===== src/hw/tgid_regs.svh =====
// offsets, field positions and reset values of the gradient and id registers
// What this block does
// - low gradient byte holds bits 7:0
// - high byte bit 0 holds bit 8
// - gradient registers read-only, reset to zero
// - id byte one is fixed, read-only
`ifndef TGID_REGS_SVH
`define TGID_REGS_SVH

// ===========================================================
// register offsets
`define TGID_ADDR_GRAD_HIGH   8'h2D
`define TGID_ADDR_GRAD_LOW    8'h2E
`define TGID_ADDR_SERIAL1     8'h30

// ===========================================================
// field positions
`define TGID_GRAD_LOW_MSB     7
`define TGID_GRAD_LOW_LSB     0
`define TGID_GRAD_HIGH_SHIFT  8

// ===========================================================
// reset and fill values
`define TGID_GRAD_RESET       16'h0000
`define TGID_RDATA_NONE       8'h00

`endif


===== src/hw/tgid_pkg.sv =====
// types shared by the gradient and id register bank
`default_nettype none
package tgid_pkg;

  // one register access from the serial interface logic
  typedef struct packed {
    logic       rd;
    logic       wr;
    logic [7:0] addr;
    logic [7:0] wdata;
  } tgid_req_s;

  // answer, one cycle after a read or write
  typedef struct packed {
    logic       ack;
    logic       hit;
    logic [7:0] rdata;
  } tgid_rsp_s;

  // which register an address selects
  typedef enum logic [3:0] {
    TGID_SEL_NONE = 4'b0001,
    TGID_SEL_HIGH = 4'b0010,
    TGID_SEL_LOW  = 4'b0100,
    TGID_SEL_SER1 = 4'b1000
  } tgid_sel_e;

endpackage : tgid_pkg
`default_nettype wire


===== src/hw/tgid_top.sv =====
// gradient and id register bank behind the serial register port
`timescale 1ns/100ps
`default_nettype none
`include "tgid_regs.svh"

module tgid_top #(
  parameter int         GRAD_W          = 9,
  // arbitrary value, stands in for the factory-programmed byte
  parameter logic [7:0] SERIAL_ID_BYTE1 = 8'h5A
) (
  input  wire logic                clk_sys,
  input  wire logic                reset_n,
  input  wire tgid_pkg::tgid_req_s reg_req,
  input  wire logic                burst_active,
  input  wire logic                grad_valid,
  input  wire logic [GRAD_W-1:0]   grad_value,
  output var  tgid_pkg::tgid_rsp_s reg_rsp,
  output var  logic                grad_ready
);

  generate
    if (GRAD_W < 9 || GRAD_W > 16) begin : g_bad_width
      $error("tgid_top: GRAD_W must lie in 9..16");
    end
  endgenerate

  // ===========================================================
  // gradient holder
  logic [GRAD_W-1:0] grad_shown;
  // computed only feeds the reset-value check below
  logic              grad_computed;

  tgid_grad_hold #(
    .GRAD_W     (GRAD_W)
  ) u_hold (
    .clk_sys    (clk_sys),
    .reset_n    (reset_n),
    .grad_valid (grad_valid),
    .grad_value (grad_value),
    .freeze     (burst_active),
    .shown      (grad_shown),
    .computed   (grad_computed)
  );

  // ===========================================================
  // address decode
  function automatic tgid_pkg::tgid_sel_e tgid_decode(
    input logic [7:0] addr
  );
    tgid_pkg::tgid_sel_e sel;
    case (addr)
      `TGID_ADDR_GRAD_HIGH: sel = tgid_pkg::TGID_SEL_HIGH;
      `TGID_ADDR_GRAD_LOW:  sel = tgid_pkg::TGID_SEL_LOW;
      `TGID_ADDR_SERIAL1:   sel = tgid_pkg::TGID_SEL_SER1;
      default:              sel = tgid_pkg::TGID_SEL_NONE;
    endcase
    return sel;
  endfunction : tgid_decode

  // reserved high bits fall out of the shift as zero
  function automatic logic [7:0] tgid_high_byte(
    input logic [GRAD_W-1:0] g
  );
    return 8'(g >> `TGID_GRAD_HIGH_SHIFT);
  endfunction : tgid_high_byte

  function automatic logic [7:0] tgid_low_byte(
    input logic [GRAD_W-1:0] g
  );
    return g[`TGID_GRAD_LOW_MSB:`TGID_GRAD_LOW_LSB];
  endfunction : tgid_low_byte

  // ===========================================================
  // state
  typedef struct packed {
    tgid_pkg::tgid_rsp_s rsp;
  } tgid_top_s;

  tgid_top_s           st_q;
  tgid_top_s           st_d;
  tgid_pkg::tgid_sel_e sel;

  assign sel = tgid_decode(reg_req.addr);

  always_comb begin
    st_d           = st_q;
    st_d.rsp.ack   = reg_req.rd || reg_req.wr;
    st_d.rsp.hit   = (reg_req.rd || reg_req.wr) &&
                     (sel != tgid_pkg::TGID_SEL_NONE);
    st_d.rsp.rdata = `TGID_RDATA_NONE;
    // writes only earn ack and, if mapped, hit; every register here is read-only
    // rd with wr together: the read supplies the data
    if (reg_req.rd) begin
      case (sel)
        tgid_pkg::TGID_SEL_HIGH: begin
          st_d.rsp.rdata = tgid_high_byte(grad_shown);
        end
        tgid_pkg::TGID_SEL_LOW: begin
          st_d.rsp.rdata = tgid_low_byte(grad_shown);
        end
        tgid_pkg::TGID_SEL_SER1: begin
          st_d.rsp.rdata = SERIAL_ID_BYTE1;
        end
        default: begin
          st_d.rsp.rdata = `TGID_RDATA_NONE;
        end
      endcase
    end
  end

  always_ff @(posedge clk_sys or negedge reset_n) begin
    if (!reset_n) begin
      st_q <= '0;
    end else begin
      st_q <= st_d;
    end
  end

  assign reg_rsp    = st_q.rsp;
  // the holder always takes a result; mid-burst it defers, keeping only the latest
  assign grad_ready = 1'b1;

  // ===========================================================
  // checks
  logic rd_high;
  logic rd_low;
  logic rd_ser1;
  logic rd_none;

  assign rd_high = reg_req.rd && sel == tgid_pkg::TGID_SEL_HIGH;
  assign rd_low  = reg_req.rd && sel == tgid_pkg::TGID_SEL_LOW;
  assign rd_ser1 = reg_req.rd && sel == tgid_pkg::TGID_SEL_SER1;
  assign rd_none = reg_req.rd && sel == tgid_pkg::TGID_SEL_NONE;
endmodule : tgid_top
`default_nettype wire


===== src/hw/tgid_grad_hold.sv =====
// holds the latest gradient and the copy the host sees
`timescale 1ns/100ps
`default_nettype none
`include "tgid_regs.svh"

module tgid_grad_hold #(
  parameter int GRAD_W = 9
) (
  input  wire logic              clk_sys,
  input  wire logic              reset_n,
  input  wire logic              grad_valid,
  input  wire logic [GRAD_W-1:0] grad_value,
  input  wire logic              freeze,
  output logic      [GRAD_W-1:0] shown,
  output logic                   computed
);

  generate
    if (GRAD_W < 9 || GRAD_W > 16) begin : g_bad_width
      $error("tgid_grad_hold: GRAD_W must lie in 9..16");
    end
  endgenerate

  typedef struct packed {
    logic [GRAD_W-1:0] live;
    logic [GRAD_W-1:0] shown;
    logic              pending;
    logic              computed;
  } tgid_hold_s;

  tgid_hold_s st_q;
  tgid_hold_s st_d;

  // ===========================================================
  // next state
  always_comb begin
    st_d = st_q;
    if (grad_valid) begin
      st_d.live     = grad_value;
      st_d.computed = 1'b1;
      if (!freeze) begin
        st_d.shown   = grad_value;
        st_d.pending = 1'b0;
      end else begin
        // a new result mid-burst would tear the two bytes
        st_d.pending = 1'b1;
      end
    end else if (!freeze && st_q.pending) begin
      st_d.shown   = st_q.live;
      st_d.pending = 1'b0;
    end
  end

  always_ff @(posedge clk_sys or negedge reset_n) begin
    if (!reset_n) begin
      st_q <= '0;
    end else begin
      st_q <= st_d;
    end
  end

  assign shown    = st_q.shown;
  assign computed = st_q.computed;
endmodule : tgid_grad_hold
`default_nettype wire


===== config.mk =====
export PLATFORM = sky130hd
export DESIGN_NAME = tgid_top
export DESIGN_NICKNAME = d
export VERILOG_FILES = /design/src/hw/tgid_pkg.sv /design/src/hw/tgid_top.sv /design/src/hw/tgid_grad_hold.sv
export VERILOG_INCLUDE_DIRS = /design/src /design/src/hw
export SDC_FILE = /design/constraint.sdc
export NUM_CORES = 1
export LEC_CHECK = 0
export ABC_AREA = 1
export BUFFER_PORTS_ARGS = -buffer_cell sky130_fd_sc_hd__buf_2
export CORE_MARGIN = 2
export CORE_UTILIZATION = 35
export DETAILED_ROUTE_END_ITERATION = 16
export SETUP_SLACK_MARGIN = 0.02
export SLEW_MARGIN = 20
export SYNTH_ARGS = -nofsm -noshare
export SYNTH_HDL_FRONTEND = slang
export SYNTH_HIERARCHICAL = 1
export SYNTH_SLANG_ARGS = --single-unit

===== constraint.sdc =====
create_clock -name clk_sys -period 1.2 [get_ports clk_sys]
set_input_delay 0.06 -clock clk_sys [delete_from_list [all_inputs] [get_ports clk_sys]]
set_output_delay 0.06 -clock clk_sys [all_outputs]
set_load 0.02 [all_outputs]

==> results.json, run 1 <==
{
  "critPathCaptureType": "flop",
  "worst-path-max-fanout": 9,
  "cts_max_path_buffers": 2,
  "grtUsageMet3": 0.0330,
  "arrival_ns": 1.22,
  "maxSlewHeadroom": 0.584,
  "row_count": 21,
  "numCtsBuffers": 5,
  "die_w_um": 64.5,
  "cts_resized": 0,
  "drt_iter0_drc": 52,
  "fin_ws_ns": 0.238,
  "htreeDepth": 2,
  "p_leak_nw": 0.932,
  "maxSlewViolCount": 0,
  "routed_wl_mm": 2.22,
  "dp_worst_setup_slack_ns": 0.246,
  "irDropWorstVdd_mv": 0.593,
  "outcome": "finished, final reports clean",
  "core-area_sq_um": 3420,
  "drc": 0,
  "min_path_type": "primary input to flop",
  "cap_viol_max_count": 0,
  "diodes": 0,
  "power_density_nw_per_um2": 1200,
  "drtAntennaViolNets": 0,
  "grt.overflow.total": 0,
  "cts_sinks": 29,
  "finalSetupTns_ns": 0,
  "finalHoldViolations": 0,
  "gr-max-usage-layer": "met2",
  "cts_tree": "yes",
  "maxClockFrequency_mhz": 1040,
  "clkLatencyLatePin_ns": 0.32,
  "rsz0062_at_grt": "no",
  "grt_pass1_wl_mm": 4.09,
  "design.portCount": 42,
  "finalSetupViolations": 0,
  "fin_crit_sh": 0.802,
  "crit_required_ns": 1.46,
  "initial_core_util": 0.375,
  "synthesis.nets": 179,
  "syn2layout_area_growth_pct": 23.1,
  "drive_gt1_frac": 0.267,
  "ff2ff_setup_slack_ns": 0.24,
  "nets": 218,
  "place_congestion": 0.736,
  "use_met2": 0.201,
  "layout_commonest_cell": "nand2_1",
  "synth_area_sq_um": 1280,
  "synth_cells": 148,
  "tightest_slew_ns": 0.624,
  "dieHeight_um": 64.5,
  "criticalPathCategory": "flop to flop",
  "drtPass1Iterations": 5,
  "port_buffers": 32,
  "syn_area_per_cell_sq_um": 8.66,
  "wl_per_cell_um": 9.52,
  "dp_hpwl_mm": 1.60,
  "grt_pass1_vias": 1000,
  "root_buffer": "clkbuf_4",
  "yosysWarnings": 6,
  "skew_ns": 0.00323,
  "num_vias": 966,
  "clk_pin_slew_ns": 0.08,
  "via_per_inst": 4.15,
  "dieArea_sq_um": 4160,
  "grt_max_degree": 30,
  "use_met1": 0.157,
  "worst_setup_path_start_kind": "flop",
  "final_cell_mix": "nand2_1, buf_2, dfrtp_1",
  "grt_usage": 0.129,
  "fin_crit_ns": 0.962,
  "antenna_found_initial": 0
}
==> layer usage <==
metal	routed length (um)	up-vias	part of all wire
li1	-	506	-
met1	1090	416	0.49
met2	917	37	0.41
met3	151	7	0.068
met4	62	0	0.028
met5	0	-	0
==> worst max-delay path, stage by stage, from the launching register on <==
cell,delay [ns]
dfrtp_1,0.40
o21ai_2,0.33
nand2_1,0.10
nand2_1,0.08
==> where the power goes <==
group,total (mW),internal (mW),leakage (nW),switching (mW)
logic,0.233,0.0981,0.529,0.135
registers,1.09,1.05,0.372,0.0349
clock network,0.578,0.276,0.0314,0.302
total,1.90,1.43,0.932,0.471
==> through the flow <==
stage / util / hold slack, ns / instances / instance area, sq um / total power [mW]
2_1_floorplan: - / -0.236 / 148 / 1280 / 1.28
3_3_place_gp: 0.414 / 0.107 / 215 / 1410 / 1.30
3_5_place_dp: 0.414 / 0.124 / 215 / 1410 / 1.31
4_1_cts: 0.462 / 0.00229 / 233 / 1580 / 1.94
5_1_grt: 0.462 / 0.00439 / 233 / 1580 / 2.02
6_report: 0.462 / 0.0220 / 233 / 1580 / 1.90
==> final timing paths <==
check	from	endpoint	depth (start not counted)
setup / recovery	u_hold/st_q[1]$_DFFE_PN0P_	u_hold/shown[6]$_DFFE_PN0P_	3
hold / removal	burst_active	u_hold/st_q[1]$_DFFE_PN0P_	3
setup reg to reg	u_hold/st_q[1]$_DFFE_PN0P_	u_hold/shown[6]$_DFFE_PN0P_	3
hold reg to reg	u_hold/st_q[19]$_DFFE_PN0P_	u_hold/st_q[19]$_DFFE_PN0P_	2
max in group asynchronous	reset_n	reg_rsp[9]$_DFF_PN0_	2
min in group asynchronous	reset_n	u_hold/st_q[17]$_DFFE_PN0P_	2
==> sequential cells by signal (all words and copies together) (netlist names) <==
name and count:
u_hold/st_q 10, reg_rsp 10, u_hold/shown 9
==> cell type report <==
cell class	instances	area, sq um
sequential	29	726
clock buffer	7	55.1
inverter	14	57.6
tap	46	57.6
fill	355	1840
multi-input combinational	94	412
timing repair buffer	43	270
==> timing repair <==
item	in CTS	in global routing
buffers inserted	0	0
hold endpoints to repair	39	0
hold buffers	11	0
(Power assumes the default switching activity.)
==> inputs of run 2 (changes only) <==
==> constraint.sdc (replaced) <==
create_clock -name clk_sys -period 0.8 [get_ports clk_sys]
set_input_delay 0.04 -clock clk_sys [delete_from_list [all_inputs] [get_ports clk_sys]]
set_output_delay 0.04 -clock clk_sys [all_outputs]
set_load 0.02 [all_outputs]
==> run 2 against run 1 <==
  * The flow now finishes with violations (hold timing, setup timing)
  * Critical path depth rose by 1
  * Global-route usage is 0.28 points higher
  * Clock power is 50% higher
  * First-iteration DRC count is 67% lower
  * Final cell count up 1.7%
  * Wire length increased by 4.8%
  * Sequential share of layout area fell by 3.3 points
  * Maximum frequency increased by 5.4%
  * Flip-flop and latch count unchanged
  * Utilization is 3.7 points higher
  * Non-clock buffer count is 2 higher
  * Via count rose by 2.0%
==> results.json, run 2 (synthesized netlist as in run 1, its figures left out) <==
{
  "cts_max_path_buffers": 2,
  "cts_tree": "yes",
  "drtPass1Iterations": 4,
  "grt.overflow.total": 0,
  "cap_viol_max_count": 0,
  "outcome": "finished, violations left",
  "dp_hpwl_mm": 1.65,
  "grt_pass1_vias": 967,
  "numCtsBuffers": 5,
  "layout_commonest_cell": "nand2_1",
  "row_count": 21,
  "power_density_nw_per_um2": 1700,
  "fin_util": 0.499,
  "criticalPathCategory": "flop to flop",
  "grt_max_degree": 30,
  "worst_setup_path_start_kind": "flop",
  "finalSetupTns_ns": -1.64,
  "critPathCaptureType": "flop",
  "cts_sinks": 29,
  "fillers": 329,
  "skew_ns": 0.00703,
  "cts_hold_buf": 10,
  "grt_pass1_wl_mm": 4.22,
  "fin_ws_ns": -0.113,
  "htreeDepth": 2,
  "postCtsSetupRepairBufs": 0,
  "final_cell_mix": "nand2_1, dfrtp_1, buf_2",
  "wl_per_cell_um": 9.81,
  "irDropWorstVdd_mv": 0.980,
  "core-area_sq_um": 3420,
  "fin_cells": 237,
  "diodes": 0,
  "fin_total_pwr_mw": 2.89,
  "drt_iter0_drc": 17,
  "root_buffer": "clkbuf_4",
  "via_per_inst": 4.16,
  "fin_crit_sh": 1.14,
  "antenna_found_initial": 0,
  "whs_ns": -0.0668,
  "crit_required_ns": 1.01,
  "design.portCount": 42,
  "maxClockFrequency_mhz": 1100,
  "grt_usage": 0.132,
  "initial_core_util": 0.375,
  "drc": 0,
  "syn2layout_area_growth_pct": 32.9,
  "dieArea_sq_um": 4160,
  "nets": 222,
  "worst-path-max-fanout": 4,
  "clk_pin_slew_ns": 0.09,
  "min_path_type": "primary input to flop",
  "port_buffers": 32,
  "drtAntennaViolNets": 0,
  "p_leak_nw": 0.961,
  "finalHoldViolations": 1,
  "violations": "hold timing, setup timing",
  "arrival_ns": 1.13,
  "placedCellCount": 218,
  "rsz0062_at_grt": "yes",
  "drive_gt1_frac": 0.304,
  "num_vias": 985,
  "routed_wl_mm": 2.33,
  "fin_crit_ns": 0.913,
  "clkLatencyLatePin_ns": 0.32,
  "maxSlewViolCount": 0,
  "dieHeight_um": 64.5,
  "place_congestion": 0.721,
  "die_w_um": 64.5,
  "finalSetupViolations": 20
}
run 2: changes by cell type in the layout (fill, tap and decap cells not counted):
cell,previous run,this run
o21ai_4,0,1
nor2_4,2,3
dfrtp_1,29,28
dfrtp_2,0,1
nor2_1,8,6
buf_2,32,22
nor2_2,1,3
buf_12,0,1
dlygate4sd3_1,11,10
buf_4,0,1
buf_6,0,11
run 2: worst paths after layout:
| kind | start | endpoint | slack [ns] | cells after the start |
|---|---|---|---|---|
| setup / recovery | u_hold/st_q[1]$_DFFE_PN0P_ | u_hold/shown[8]$_DFFE_PN0P_ | -0.11 | 4 |
| hold / removal | reg_req[16] | reg_rsp[9]$_DFF_PN0_ | -0.07 | 2 |
| setup reg to reg | u_hold/st_q[1]$_DFFE_PN0P_ | u_hold/shown[8]$_DFFE_PN0P_ | -0.11 | 4 |
| hold reg to reg | u_hold/shown[0]$_DFFE_PN0P_ | u_hold/shown[0]$_DFFE_PN0P_ | 0.48 | 2 |
| max in group asynchronous | reset_n | u_hold/st_q[1]$_DFFE_PN0P_ | 0.28 | 3 |
| min in group asynchronous | reset_n | u_hold/st_q[14]$_DFFE_PN0P_ | 0.24 | 3 |
run 2: layer usage:
metal | part of all wire | up-vias | wire, um | GRT usage
met2 | 0.46 | 34 | 1070 | 0.206
met3 | 0.066 | 5 | 154 | 0.0365
met1 | 0.45 | 430 | 1050 | 0.169
met4 | 0.018 | 0 | 42 | 0.0638
li1 | - | 516 | - | -
met5 | 0 | - | 0 | 0
run 2: stage by stage:
stage               setup slack, ns  area, sq um
floorplan                   -0.0116         1290
global placement            -0.0499         1460
detailed placement          -0.0747         1460
CTS                         -0.0975         1700
global route                 -0.173         1700
finish                       -0.113         1700
run 2: area by class of cell:
type	instances	area (sq um)	area share
repair buffers	45	362	0.212
flip-flops and latches	29	727	0.427
clock buffers	7	55.1	0.0323
multi-input cells	96	444	0.261
inverters	14	57.6	0.0338
well taps	46	57.6	0.0338
run 2: worst max-delay path: stages (launching register included):
cell,delay [ns]
dfrtp_2,0.46
nor2_4,0.16
nor2_2,0.08
nand2_1,0.06
nand2_1,0.04
run 2: power breakdown:
group	total (mW)	internal, mW	switching, mW
Combinational	0.390	0.174	0.217
Sequential	1.63	1.58	0.0540
Clock	0.869	0.414	0.455
run 2: repair_timing:
item / in CTS / in global routing
pin swaps: 6 / 0
endpoints found under the hold margin: 39 / 1
resized for setup: 24 / 0
gates cloned: 1 / 1
endpoints found under the setup margin: 20 / 20
==> inputs of run 3 (changes only) <==
--- a/config.mk
+++ b/config.mk
@@ -11,6 +11,7 @@
 export CORE_MARGIN = 2
 export CORE_UTILIZATION = 35
 export DETAILED_ROUTE_END_ITERATION = 16
+export RECOVER_POWER = 50
 export SETUP_SLACK_MARGIN = 0.02
 export SLEW_MARGIN = 20
 export SYNTH_ARGS = -nofsm -noshare
==> run 3 against run 2 <==
  * The run still ends with hold timing, setup timing left
  * Flip-flop and latch count stayed put
  * Utilization shrank 0.62 points
  * Non-clock buffer count stayed put
  * Final area decreased by 1.2%
  * Highest routed layer unchanged
==> results.json, run 3 (synthesized netlist as in run 1, its figures left out) <==
{
  "num_vias": 985,
  "reg2regPathDepth": 4,
  "antenna_found_initial": 0,
  "fin_cells": 237,
  "fin_ws_ns": -0.106,
  "final_cell_mix": "nand2_1, dfrtp_1, buf_2",
  "crit_required_ns": 1.01,
  "whs_ns": -0.0639,
  "rsz0062_at_grt": "yes",
  "ff2ff_setup_slack_ns": -0.11,
  "nets": 222,
  "grt.overflow.total": 0,
  "maxSlewViolCount": 0,
  "cap_viol_max_count": 0,
  "placement.cell_area_sq_um": 1460,
  "via_per_inst": 4.16,
  "power_density_nw_per_um2": 1720,
  "cts_max_path_buffers": 2,
  "p_leak_nw": 0.957,
  "cts_sinks": 29,
  "dieArea_sq_um": 4160,
  "core-area_sq_um": 3420,
  "worst-path-max-fanout": 4,
  "clk_pin_slew_ns": 0.09,
  "numCtsBuffers": 5,
  "row_count": 21,
  "grt_pass1_wl_mm": 4.22,
  "port_buffers": 32,
  "drt_iter0_drc": 15,
  "grt_pass1_vias": 967,
  "cts_hold_buf": 10,
  "layout_commonest_cell": "nand2_1",
  "criticalPathCategory": "flop to flop",
  "fin_crit_sh": 1.13,
  "dieHeight_um": 64.5,
  "fin_crit_ns": 0.906,
  "die_w_um": 64.5,
  "root_buffer": "clkbuf_4",
  "outcome": "finished, violations left",
  "arrival_ns": 1.12,
  "irDropWorstVdd_mv": 0.993,
  "placedCellCount": 218,
  "drc": 0,
  "grt_usage": 0.132,
  "maxClockFrequency_mhz": 1100,
  "cts_tree": "yes",
  "place_congestion": 0.721,
  "min_path_type": "primary input to flop",
  "wl_per_cell_um": 9.85,
  "routed_wl_mm": 2.34,
  "drive_gt1_frac": 0.288,
  "drtAntennaViolNets": 0,
  "design_area_sq_um": 1680,
  "r2r_end": "u_hold/shown[8]$_DFFE_PN0P_",
  "initial_core_util": 0.375,
  "worst_setup_path_start_kind": "flop",
  "drtPass1Iterations": 4,
  "skew_ns": 0.00636,
  "finalHoldViolations": 1,
  "crit_start": "u_hold/st_q[1]$_DFFE_PN0P_",
  "finalSetupViolations": 20,
  "htreeDepth": 2,
  "diodes": 0,
  "grt_max_degree": 30,
  "violations": "hold timing, setup timing",
  "cp-endpoint": "u_hold/shown[8]$_DFFE_PN0P_",
  "critPathCaptureType": "flop",
  "design.portCount": 42,
  "clkLatencyLatePin_ns": 0.32,
  "syn2layout_area_growth_pct": 31.2,
  "rr_startpoint": "u_hold/st_q[1]$_DFFE_PN0P_",
  "dp_hpwl_mm": 1.65
}
-- run 3: critical path, cell delays in order (launching register included) --
cell and delay (ns):
dfrtp_2 0.46, nor2_4 0.16, nor2_2 0.07, nand2_1 0.06, nand2_1 0.04
-- run 3: metrics by stage --
step | setup TNS [ns] | setup slack, ns | hold WS, ns | power [mW] | util
final | -1.60 | -0.106 | -0.0639 | 2.89 | 0.492
after CTS | -1.63 | -0.0975 | -0.0815 | 2.93 | 0.497
after floorplan | -0.104 | -0.0116 | -0.256 | 1.93 | -
after global routing | -2.69 | -0.173 | -0.0849 | 3.09 | 0.492
after detailed placement | -0.688 | -0.0747 | 0.0684 | 2.00 | 0.427
after global placement | -0.404 | -0.0499 | 0.0558 | 1.98 | 0.427
-- run 3: worst min path at each step --
stage	start	to	depth (start not counted)
floorplan	reset_n	reg_rsp[0]$_DFF_PN0_	0
global placement	reset_n	u_hold/st_q[12]$_DFFE_PN0P_	2
detailed placement	reset_n	u_hold/st_q[14]$_DFFE_PN0P_	2
CTS	reg_req[16]	reg_rsp[9]$_DFF_PN0_	2
global route	reg_req[16]	reg_rsp[9]$_DFF_PN0_	2
finish	reg_req[16]	reg_rsp[9]$_DFF_PN0_	2
-- run 3: layout make-up --
class / count / area [sq um]
clock buffers: 7 / 55.1
repair buffers: 45 / 360
well taps: 46 / 57.6
flip-flops and latches: 29 / 727
inverters: 14 / 57.6
fillers: 334 / 1730
multi-input cells: 96 / 424
-- run 3: timing repair --
action | CTS | global route
pin swaps | 6 | 0
buffers inserted | 0 | 0
gates cloned | 1 | 1
hold endpoints to repair | 39 | 1
endpoints found under the setup margin | 20 | 20
gates resized for setup | 24 | 0
-- run 3: power by group --
| part | internal, mW | leakage, nW | switching, mW |
|---|---|---|---|
| clock | 0.414 | 0.0314 | 0.460 |
| sequential | 1.58 | 0.370 | 0.0542 |
| combinational | 0.171 | 0.556 | 0.211 |
-- run 3: metal layers --
layer | up-vias | GRT usage | share of wire
met5 | - | 0 | 0
met4 | 0 | 0.0638 | 0.017
met3 | 5 | 0.0365 | 0.069
met2 | 34 | 0.206 | 0.46
met1 | 425 | 0.169 | 0.45
li1 | 521 | - | -
